`src/hw/gpomx_pkg.sv`:
```
// constants for the pin-six output multiplexer and its register block
`default_nettype none
package gpomx_pkg;
	// bus geometry
	localparam int ADDR_W = 8;
	localparam int DATA_W = 32;
	// register indices; byte address is four times the index
	localparam logic [7:0] PIN6_OUTPUT_CONTROL_IDX = 8'h16;
	localparam logic [7:0] RX_PORT_ENABLE_IDX = 8'h20;
	localparam logic [7:0] TX_PASS_SELECT_IDX = 8'h21;
	localparam logic [7:0] PIN6_STATUS_IDX = 8'h22;
	// field positions of pin6_output_control
	localparam int FN_SEL_LSB = 5;
	localparam int SRC_SEL_LSB = 2;
	localparam int STATIC_LEVEL_BIT = 1;
	localparam int DRIVE_EN_BIT = 0;
	// values after reset
	localparam logic [7:0] PIN6_OUTPUT_CONTROL_RST = 8'h00;
	localparam logic [3:0] RX_PORT_ENABLE_RST = 4'hF;
	localparam logic [7:0] TX_PASS_SELECT_RST = 8'hFF;
	// port counts
	localparam int RX_PORTS = 4;
	localparam int TX_PORTS = 2;
	localparam int RX_GPIOS = 4;
	// output source codes
	localparam logic [2:0] SRC_DEVICE_STATUS = 3'h4;
	localparam logic [2:0] SRC_RESERVED = 3'h5;
	// device-status function codes
	localparam logic [2:0] DEV_FN_STATIC = 3'h0;
	localparam logic [2:0] DEV_FN_LOCK_OR = 3'h1;
	localparam logic [2:0] DEV_FN_PASS_AND = 3'h2;
	localparam logic [2:0] DEV_FN_PASS_AND_ALT = 3'h3;
	localparam logic [2:0] DEV_FN_FRAME_SYNC = 3'h4;
	// width of the synchronised input bundle
	localparam int SYNC_W = RX_PORTS * (RX_GPIOS + 4) + 1 + TX_PORTS * 4;
endpackage : gpomx_pkg
`default_nettype wire

```
`src/hw/gpomx_top.sv`:
```
// output multiplexer, driver control and apb register block for general-purpose pin six
`default_nettype none
module gpomx_top (
	// clock and reset
	input wire logic CORE_CLK_I,
	input wire logic RESET_N_I,
	// apb slave
	input wire logic PSEL_I,
	input wire logic PENABLE_I,
	input wire logic PWRITE_I,
	input wire logic [gpomx_pkg::ADDR_W-1:0] PADDR_I,
	input wire logic [gpomx_pkg::DATA_W-1:0] PWDATA_I,
	input wire logic [3:0] PSTRB_I,
	output logic PREADY_O,
	output logic [gpomx_pkg::DATA_W-1:0] PRDATA_O,
	output logic PSLVERR_O,
	// receive port status, bit n belongs to port n; remote gpio bits 4n to 4n+3 belong to port n
	input wire logic [gpomx_pkg::RX_PORTS*gpomx_pkg::RX_GPIOS-1:0] RX_REMOTE_GPIO_I,
	input wire logic [gpomx_pkg::RX_PORTS-1:0] RX_LOCK_I,
	input wire logic [gpomx_pkg::RX_PORTS-1:0] RX_PASS_I,
	input wire logic [gpomx_pkg::RX_PORTS-1:0] RX_FRAME_VALID_I,
	input wire logic [gpomx_pkg::RX_PORTS-1:0] RX_LINE_VALID_I,
	// device-wide frame sync
	input wire logic FRAME_SYNC_PULSE_I,
	// csi-2 transmit port status, bit n belongs to port n
	input wire logic [gpomx_pkg::TX_PORTS-1:0] TX_FRAME_VALID_I,
	input wire logic [gpomx_pkg::TX_PORTS-1:0] TX_LINE_VALID_I,
	input wire logic [gpomx_pkg::TX_PORTS-1:0] TX_SYNCED_I,
	input wire logic [gpomx_pkg::TX_PORTS-1:0] TX_IRQ_I,
	// pin six driver
	output logic GPIO6_LEVEL_O,
	output logic GPIO6_OE_N_O
);
	import gpomx_pkg::*;

	// register state
	logic [7:0] ctl_q;
	logic [7:0] ctl_d;
	logic [RX_PORTS-1:0] rx_en_q;
	logic [RX_PORTS-1:0] rx_en_d;
	logic [7:0] tx_sel_q;
	logic [7:0] tx_sel_d;
	logic pready_q;
	logic pready_d;
	logic [DATA_W-1:0] prdata_q;
	logic [DATA_W-1:0] prdata_d;
	logic pslverr_q;
	logic pslverr_d;
	logic level_q;
	logic level_d;
	logic oe_n_q;
	logic oe_n_d;

	// two-stage synchroniser on every status input
	logic [SYNC_W-1:0] sync_raw;
	logic [SYNC_W-1:0] sync_meta_q;
	logic [SYNC_W-1:0] sync_q;

	// synchronised views
	logic [RX_PORTS*RX_GPIOS-1:0] rx_gpio_s;
	logic [RX_PORTS-1:0] rx_lock_s;
	logic [RX_PORTS-1:0] rx_pass_s;
	logic [RX_PORTS-1:0] rx_fv_s;
	logic [RX_PORTS-1:0] rx_lv_s;
	logic frame_sync_s;
	logic [TX_PORTS-1:0] tx_fv_s;
	logic [TX_PORTS-1:0] tx_lv_s;
	logic [TX_PORTS-1:0] tx_sync_s;
	logic [TX_PORTS-1:0] tx_irq_s;

	// control fields
	logic [2:0] fn_sel;
	logic [2:0] src_sel;
	logic static_level;
	logic drive_en;

	// multiplexer candidates
	logic [7:0] rx_word [RX_PORTS];
	logic [7:0] tx_word [TX_PORTS];
	logic rx_val;
	logic dev_val;
	logic tx_val;
	logic lock_or;
	logic pass_and;

	// source class decode
	logic src_is_rx;
	logic src_is_status;
	logic src_is_tx;

	// bus decode
	logic access;
	logic wr_lane0;
	logic hit_ctl;
	logic hit_en;
	logic hit_txsel;
	logic hit_stat;
	logic hit_any;
	logic [DATA_W-1:0] rd_mux;

	// read words, narrow registers padded in the high bits
	logic [DATA_W-1:0] ctl_word;
	logic [DATA_W-1:0] en_word;
	logic [DATA_W-1:0] txsel_word;
	logic [DATA_W-1:0] stat_word;

	// address match, used once per register
	function automatic logic addr_is(input logic [ADDR_W-1:0] addr, input logic [7:0] idx);
		logic [ADDR_W-1:0] byte_addr;
		byte_addr = ADDR_W'({idx, 2'b00});
		addr_is = (addr == byte_addr);
	endfunction : addr_is

	// and over the ports a mask picks; an empty mask reads as true
	function automatic logic masked_and(input logic [RX_PORTS-1:0] vec, input logic [RX_PORTS-1:0] mask);
		masked_and = &(vec | ~mask);
	endfunction : masked_and

	// or over the ports a mask picks; an empty mask reads as false
	function automatic logic masked_or(input logic [RX_PORTS-1:0] vec, input logic [RX_PORTS-1:0] mask);
		masked_or = |(vec & mask);
	endfunction : masked_or

	// bundle of inputs crossing into the core clock
	assign sync_raw = {TX_IRQ_I, TX_SYNCED_I, TX_LINE_VALID_I, TX_FRAME_VALID_I, FRAME_SYNC_PULSE_I,
		RX_LINE_VALID_I, RX_FRAME_VALID_I, RX_PASS_I, RX_LOCK_I, RX_REMOTE_GPIO_I};

	// first stage feeds only the second stage
	// a status pulse shorter than one clock may be missed; frame sync must be held longer
	// the bits are independent levels, so no gray code is needed across the crossing
	always_ff @(posedge CORE_CLK_I) begin
		if (!RESET_N_I) begin
			sync_meta_q <= '0;
			sync_q <= '0;
		end else begin
			sync_meta_q <= sync_raw;
			sync_q <= sync_meta_q;
		end
	end

	// unpack the synchronised bundle
	// rx line valid crosses with the rest, but no function code on this pin routes it
	assign {tx_irq_s, tx_sync_s, tx_lv_s, tx_fv_s, frame_sync_s,
		rx_lv_s, rx_fv_s, rx_pass_s, rx_lock_s, rx_gpio_s} = sync_q;

	// control fields
	assign fn_sel = ctl_q[FN_SEL_LSB +: 3];
	assign src_sel = ctl_q[SRC_SEL_LSB +: 3];
	assign static_level = ctl_q[STATIC_LEVEL_BIT];
	assign drive_en = ctl_q[DRIVE_EN_BIT];

	// per receive port signal table, indexed by function code
	generate
		for (genvar p = 0; p < RX_PORTS; p++) begin : g_rx
			// code 111 left low
			// function code indexes this byte directly
			assign rx_word[p] = {1'b0, rx_fv_s[p], rx_pass_s[p], rx_lock_s[p],
				rx_gpio_s[p*RX_GPIOS +: RX_GPIOS]};
		end
	endgenerate

	// per transmit port signal table; pass select nibble picks rx ports
	generate
		for (genvar t = 0; t < TX_PORTS; t++) begin : g_tx
			logic [RX_PORTS-1:0] pick;
			assign pick = tx_sel_q[t*RX_PORTS +: RX_PORTS];
			// pass and/or, frame and line valid
			// synced, interrupt, reserved low
			// code 110 is undocumented and 111 reserved; both read low
			assign tx_word[t] = {1'b0, 1'b0, tx_irq_s[t], tx_sync_s[t], tx_lv_s[t], tx_fv_s[t],
				masked_or(rx_pass_s, pick), masked_and(rx_pass_s, pick)};
		end
	endgenerate

	// selected receive port
	// low two source bits name the rx port
	assign rx_val = rx_word[src_sel[1:0]][fn_sel];

	// enabled-port aggregates
	// with no port enabled the or reads low and the and reads high
	assign lock_or = masked_or(rx_lock_s, rx_en_q);
	assign pass_and = masked_and(rx_pass_s, rx_en_q);

	// device status selection
	// status code 011 repeats the pass and; 101 to 111 read low
	// static register level
	assign dev_val = (fn_sel == DEV_FN_STATIC) ? static_level :
		(fn_sel == DEV_FN_LOCK_OR) ? lock_or :
		(fn_sel == DEV_FN_PASS_AND || fn_sel == DEV_FN_PASS_AND_ALT) ? pass_and :
		(fn_sel == DEV_FN_FRAME_SYNC) ? frame_sync_s : 1'b0;

	// selected transmit port
	// bit 0 of the source names the tx port
	assign tx_val = tx_word[src_sel[0]][fn_sel];

	assign src_is_rx = (src_sel[2] == 1'b0);
	assign src_is_status = (src_sel == SRC_DEVICE_STATUS);
	// codes 110 and 111 both name a transmit port; bit 0 says which
	assign src_is_tx = (src_sel[2:1] == 2'b11);

	assign level_d = src_is_rx ? rx_val :
		src_is_status ? dev_val :
		src_is_tx ? tx_val : 1'b0;

	assign oe_n_d = ~drive_en;

	// pin flops keep the pad free of mux glitches
	// the level flop follows the mux while undriven, so enabling shows a settled value
	always_ff @(posedge CORE_CLK_I) begin
		if (!RESET_N_I) begin
			level_q <= 1'b0;
			oe_n_q <= 1'b1;
		end else begin
			level_q <= level_d;
			oe_n_q <= oe_n_d;
		end
	end

	assign GPIO6_LEVEL_O = level_q;
	assign GPIO6_OE_N_O = oe_n_q;

	// apb decode; one wait state so all bus outputs come from flops
	// an access counts only once ready is up, so a write lands at the completing edge
	assign access = PSEL_I & PENABLE_I & pready_q;
	assign wr_lane0 = access & PWRITE_I & PSTRB_I[0];
	assign hit_ctl = addr_is(PADDR_I, PIN6_OUTPUT_CONTROL_IDX);
	assign hit_en = addr_is(PADDR_I, RX_PORT_ENABLE_IDX);
	assign hit_txsel = addr_is(PADDR_I, TX_PASS_SELECT_IDX);
	assign hit_stat = addr_is(PADDR_I, PIN6_STATUS_IDX);
	assign hit_any = hit_ctl | hit_en | hit_txsel | hit_stat;

	// read words, narrow registers in the low bits
	assign ctl_word = {24'h000000, ctl_q};
	assign en_word = {28'h0000000, rx_en_q};
	assign txsel_word = {24'h000000, tx_sel_q};
	// status shows synced lock, the pin level and whether the pin is driven
	assign stat_word = {26'h0, rx_lock_s, level_q, ~oe_n_q};

	// read data select; unmapped addresses read zero
	assign rd_mux = hit_ctl ? ctl_word :
		hit_en ? en_word :
		hit_txsel ? txsel_word :
		hit_stat ? stat_word : 32'h00000000;

	// answer one cycle into the access phase
	// ready drops the cycle after it rises, so a held access never completes on two cycles in a row
	assign pready_d = PSEL_I & PENABLE_I & ~pready_q;
	assign prdata_d = (pready_d & ~PWRITE_I) ? rd_mux : 32'h00000000;
	assign pslverr_d = pready_d & ~hit_any;

	// a completed write loads the addressed control, enable or select register; status ignores writes; a control write enables or disables the driver
	// only lane 0 carries register bits; the other strobes are ignored
	assign ctl_d = (wr_lane0 && hit_ctl) ? PWDATA_I[7:0] : ctl_q;
	assign rx_en_d = (wr_lane0 && hit_en) ? PWDATA_I[RX_PORTS-1:0] : rx_en_q;
	assign tx_sel_d = (wr_lane0 && hit_txsel) ? PWDATA_I[7:0] : tx_sel_q;

	// register flops; control fields clear so the pin starts undriven
	always_ff @(posedge CORE_CLK_I) begin
		if (!RESET_N_I) begin
			ctl_q <= PIN6_OUTPUT_CONTROL_RST;
			rx_en_q <= RX_PORT_ENABLE_RST;
			tx_sel_q <= TX_PASS_SELECT_RST;
		end else begin
			ctl_q <= ctl_d;
			rx_en_q <= rx_en_d;
			tx_sel_q <= tx_sel_d;
		end
	end

	// bus answer flops; ready lasts one cycle, data and error ride with it
	always_ff @(posedge CORE_CLK_I) begin
		if (!RESET_N_I) begin
			pready_q <= 1'b0;
			prdata_q <= 32'h00000000;
			pslverr_q <= 1'b0;
		end else begin
			pready_q <= pready_d;
			prdata_q <= prdata_d;
			pslverr_q <= pslverr_d;
		end
	end

	assign PREADY_O = pready_q;
	assign PRDATA_O = prdata_q;
	assign PSLVERR_O = pslverr_q;

endmodule : gpomx_top
`default_nettype wire

```
`config.mk`:
```
export PLATFORM = sky130hd
export DESIGN_NAME = gpomx_top
export DESIGN_NICKNAME = d
export VERILOG_FILES = /design/src/hw/gpomx_pkg.sv /design/src/hw/gpomx_top.sv
export SDC_FILE = /design/constraint.sdc
export NUM_CORES = 1
export LEC_CHECK = 0
export ABC_AREA = 0
export BUFFER_PORTS_ARGS = -buffer_cell sky130_fd_sc_hd__buf_2
export CORE_MARGIN = 2
export CORE_UTILIZATION = 54
export DETAILED_ROUTE_END_ITERATION = 10
export MAX_ROUTING_LAYER = met4
export PLACE_DENSITY = 0.85
export SYNTH_ARGS = -nofsm -noshare
export SYNTH_HDL_FRONTEND = slang
export SYNTH_SLANG_ARGS = --single-unit
```
`constraint.sdc`:
```
create_clock -name CORE_CLK_I -period 2.85 [get_ports CORE_CLK_I]
set_input_delay 0.4275 -clock CORE_CLK_I [delete_from_list [all_inputs] [get_ports CORE_CLK_I]]
set_output_delay 0.4275 -clock CORE_CLK_I [all_outputs]
set_load 0.005 [all_outputs]
```
==> metrics.txt <==
# TYPE chip_impl_metric gauge
chip_impl_info{name="run_status",value="complete, no violations"} 1
chip_impl_metric{name="pre_repair_dr_iteration_count",unit=""} 5
chip_impl_metric{name="intPower",unit="W"} 0.001954
chip_impl_metric{name="ant_nets",unit=""} 0
chip_impl_metric{name="die_w",unit="um"} 90
chip_impl_metric{name="mappedNetlistArea",unit="sq um"} 3994
chip_impl_info{name="most_common_library_cells_after_synthesis",value="dfxtp_1 (106), and2_1 (75), buf_4 (26), nor2_1 (21), nand2_1 (19)"} 1
chip_impl_metric{name="floorplan.die_area",unit="sq um"} 8100
chip_impl_metric{name="worst_ir_drop_vdd",unit="mV"} 0.3869
chip_impl_metric{name="grt.overflow.total",unit=""} 0
chip_impl_metric{name="postSynth.asyncResetShare",unit="%"} 0
chip_impl_metric{name="final_net_count",unit=""} 539
chip_impl_metric{name="dp_hpwl",unit="um"} 5336
chip_impl_metric{name="core.rowCount",unit=""} 31
chip_impl_metric{name="synth.distinct_cells",unit=""} 45
chip_impl_metric{name="die_boundary_height",unit="um"} 90
chip_impl_metric{name="synthesis.yosys.warnings",unit=""} 0
chip_impl_metric{name="edff_count_synth",unit=""} 0
chip_impl_metric{name="p_sw",unit="W"} 0.0006436
chip_impl_metric{name="drtIter0Drc",unit=""} 145
chip_impl_metric{name="power_frac_comb",unit="%"} 5.0
chip_impl_metric{name="power.share.clock",unit="%"} 35.5
chip_impl_metric{name="placement.io_buffers",unit=""} 70
chip_impl_metric{name="timing.fmax",unit="GHz"} 0.5403
chip_impl_info{name="biggest_area_contributors_in_the_synthesized_netlist",value="dfxtp_1 (53%), and2_1 (12%), buf_4 (4.9%), mux2i_1 (4.0%), mux4_1 (2.0%)"} 1
chip_impl_metric{name="drive_above_1_share",unit="%"} 22.25
chip_impl_metric{name="finalClockSkew",unit="ns"} 0.01193
chip_impl_metric{name="antenna_violations_before_repair",unit=""} 0
chip_impl_metric{name="number_of_global_route_vias_before_repair",unit=""} 2677
chip_impl_metric{name="grt_max_degree",unit=""} 97
chip_impl_info{name="clock-root-buffer",value="clkbuf_8"} 1
chip_impl_metric{name="setup_viol",unit=""} 0
chip_impl_metric{name="clock_tree.htree_level_count",unit=""} 3
chip_impl_info{name="crit_path_start_kind",value="register"} 1
chip_impl_metric{name="path_clk_slew",unit="ns"} 0.12
chip_impl_info{name="min_path_type",value="primary input to register"} 1
chip_impl_metric{name="start_util",unit="%"} 55.36
chip_impl_info{name="grt_setup_unrepaired",value="false"} 1
chip_impl_metric{name="critPathArrivalTime",unit="ns"} 2.13
chip_impl_metric{name="postCtsResizedCells",unit=""} 0
chip_impl_metric{name="finish.cell_count_without_fillers",unit=""} 553
chip_impl_metric{name="postCtsSetupRepairBufs",unit=""} 0
chip_impl_metric{name="post-synth-top-area-fraction",unit="%"} 53.13
chip_impl_metric{name="final-hold-violation-count",unit=""} 0
chip_impl_metric{name="maxSlewViolCount",unit=""} 0
chip_impl_metric{name="gpl.final_weighted_congestion",unit=""} 0.8641
chip_impl_metric{name="syn_to_final_growth",unit="%"} 13.06
chip_impl_metric{name="timing.slew.headroom",unit="%"} 55.57
chip_impl_metric{name="io_pins",unit=""} 126
chip_impl_metric{name="wl_per_cell",unit="um"} 13.83
chip_impl_info{name="cp-end-kind",value="register"} 1
chip_impl_metric{name="timing.max_cap.violations",unit=""} 0
chip_impl_metric{name="fin_util",unit="%"} 62.59
chip_impl_metric{name="cts_inserted_buffers",unit=""} 9
chip_impl_metric{name="post_route_minimum_period",unit="ns"} 1.851
chip_impl_metric{name="report.power.total",unit="W"} 0.002597
chip_impl_metric{name="antennaDiodeCount",unit=""} 0
chip_impl_metric{name="clock_insertion_delay_worst_skew",unit="ns"} 0.38
chip_impl_metric{name="grt_use_total",unit="%"} 19.73
chip_impl_metric{name="p_seq_share",unit="%"} 59.5
chip_impl_metric{name="clkSinkCount",unit=""} 106
chip_impl_metric{name="clock_path_buffers",unit=""} 2
chip_impl_metric{name="power-per-cell-area",unit="nW/um^2"} 575.2
chip_impl_metric{name="fin_crit_sh",unit="%"} 64.95
chip_impl_metric{name="post_cts_hold_buffer_count",unit=""} 0
chip_impl_metric{name="core",unit="sq um"} 7214
chip_impl_metric{name="worst-path-max-fanout",unit=""} 12
chip_impl_metric{name="totalWireLength",unit="um"} 7648
chip_impl_metric{name="power.static_leakage",unit="nW"} 1.934
chip_impl_metric{name="layout.filler_cells",unit=""} 618
chip_impl_info{name="post-synth-top-area-cell",value="dfxtp_1"} 1
chip_impl_metric{name="measured_slew_at_the_worst_slew_check_pin",unit="ns"} 0.6665
chip_impl_info{name="yosys.cell_count.top_type",value="dfxtp_1"} 1
chip_impl_metric{name="drc_viols",unit=""} 0
chip_impl_info{name="setup.worst_path.class",value="register to register"} 1
chip_impl_info{name="yosys_most_used_dff",value="dfxtp_1"} 1
chip_impl_metric{name="via_count",unit=""} 2776
chip_impl_metric{name="ys_seq_elements",unit=""} 106
chip_impl_metric{name="synthCells",unit=""} 384
chip_impl_metric{name="timing.setup.tns",unit="ns"} 0
chip_impl_metric{name="synth.yosys.seq_area_share",unit="%"} 53.13
chip_impl_metric{name="syn-mean-instance-area",unit="sq um"} 10.40
chip_impl_metric{name="setup_slack",unit="ns"} 0.9991
chip_impl_metric{name="post-place-ws",unit="ns"} 0.8217
chip_impl_metric{name="worst_ep_required_time",unit="ns"} 3.13
chip_impl_metric{name="grt_first_pass_wirelength",unit="um"} 12530
chip_impl_metric{name="route.detailed.vias_per_inst",unit=""} 5.020
chip_impl_metric{name="power.share.switching",unit="%"} 24.78
chip_impl_metric{name="placedCellCount",unit=""} 537
chip_impl_info{name="cts_tree",value="yes"} 1
-- worst paths after layout --
check                 startpoint  slack (ns)  depth (start not counted)              to
max                     ctl_q[6]         1.0                          5   GPIO6_LEVEL_O
max reg2reg             ctl_q[6]         1.0                          5   GPIO6_LEVEL_O
min reg2reg             ctl_q[0]        0.42                          1    GPIO6_OE_N_O
min          RX_REMOTE_GPIO_I[8]        0.24                          2  sync_meta_q[8]
-- per-layer routing --
layer / wire length, um / global-route usage, % / share of wire (%) / vias up
met5: 0 / - / 0 / -
met2: 3690 / 32.83 / 48 / 104
met1: 3349 / 23.74 / 44 / 1274
li1: - / - / - / 1385
met3: 507 / 4.862 / 6.6 / 13
met4: 101 / 6.154 / 1.3 / 0
-- cell families (layout without fill, tap and decap cells) --
logic type / Yosys count / in the layout / share of synthesized area [%]
other: 1 / 24 / 0.09389
AOI/OAI and AO/OA: 52 / 52 / 8.960
and+or+nand+nor: 148 / 148 / 21.52
buffers and inverters: 52 / 99 / 7.675
muxes: 25 / 25 / 8.615
DFF: 106 / 106 / 53.13
-- critical path, stage by stage (launching register included) --
cell and delay, ns:
dfxtp_1 0.71, inv_1 0.24, or3_1 0.40, o2111ai_1 0.11
o211ai_1 0.14, o2111a_1 0.15
-- through the flow --
stage | cell area [sq um] | hold slack (ns)
2_1_floorplan | 4080 | 0.3703
3_3_place_gp | 4315 | 0.3811
3_5_place_dp | 4315 | 0.3932
4_1_cts | 4516 | 0.2329
5_1_grt | 4516 | 0.2294
6_report | 4516 | 0.2417
-- registers in the layout, indices dropped and copies added, names as in the netlist, 4 cells and up --
signal and flops:
sync_q 37, rx_en_q 4, ctl_q 8, tx_sel_q 8
sync_meta_q 37, PRDATA_O 8
-- layout make-up --
cell class | instances | area (sq um) | area share [%]
Clock buffer | 9 | 123.9 | 2.743
Clock inverter | 7 | 76.32 | 1.690
Inverter | 8 | 30.03 | 0.6650
Multi-Input combinational cell | 249 | 1652 | 36.58
Sequential cell | 106 | 2122 | 46.99
Tap cell | 99 | 123.9 | 2.743
Timing Repair Buffer | 75 | 387.9 | 8.590
-- power by group through the flow --
| stage | clock network, W | logic (W) | registers, W |
|---|---|---|---|
| 2_1_floorplan | 0 | 0.0000970 | 0.00157 |
| 3_3_place_gp | 0 | 0.000126 | 0.00158 |
| 3_5_place_dp | 0 | 0.000130 | 0.00158 |
| 4_1_cts | 0.000934 | 0.000131 | 0.00155 |
| 5_1_grt | 0.00100 | 0.000147 | 0.00155 |
| 6_report | 0.000922 | 0.000129 | 0.00155 |
-- cell usage in the layout, fill, tap and decap left out, types with 2 or more instances in the layout --
| cell | netlist | final |
|---|---|---|
| a31oi_1 | 7 | 7 |
| o221ai_1 | 3 | 3 |
| a21oi_1 | 11 | 11 |
| inv_1 | 8 | 8 |
| and2_1 | 75 | 75 |
| nor2_1 | 21 | 21 |
| conb_1 | 1 | 24 |
| buf_4 | 26 | 5 |
| mux4_1 | 3 | 3 |
| nor2b_1 | 12 | 12 |
| dfxtp_1 | 106 | 106 |
| nand4_1 | 2 | 2 |
| nor3_1 | 2 | 2 |
| nand3b_1 | 2 | 2 |
| mux4_2 | 3 | 3 |
| nand4b_1 | 2 | 2 |
| inv_8 | 0 | 3 |
| o21ai_1 | 9 | 9 |
| o211ai_1 | 2 | 2 |
| clkbuf_8 | 0 | 9 |
| nand2_1 | 19 | 19 |
| buf_2 | 5 | 70 |
| nand3_1 | 3 | 3 |
| mux2i_1 | 16 | 16 |
| a222oi_1 | 4 | 4 |
| a22oi_1 | 9 | 9 |
| nor4b_2 | 2 | 2 |
| clkinv_4 | 0 | 2 |
Note: power is estimated with default switching activity, not from simulation.
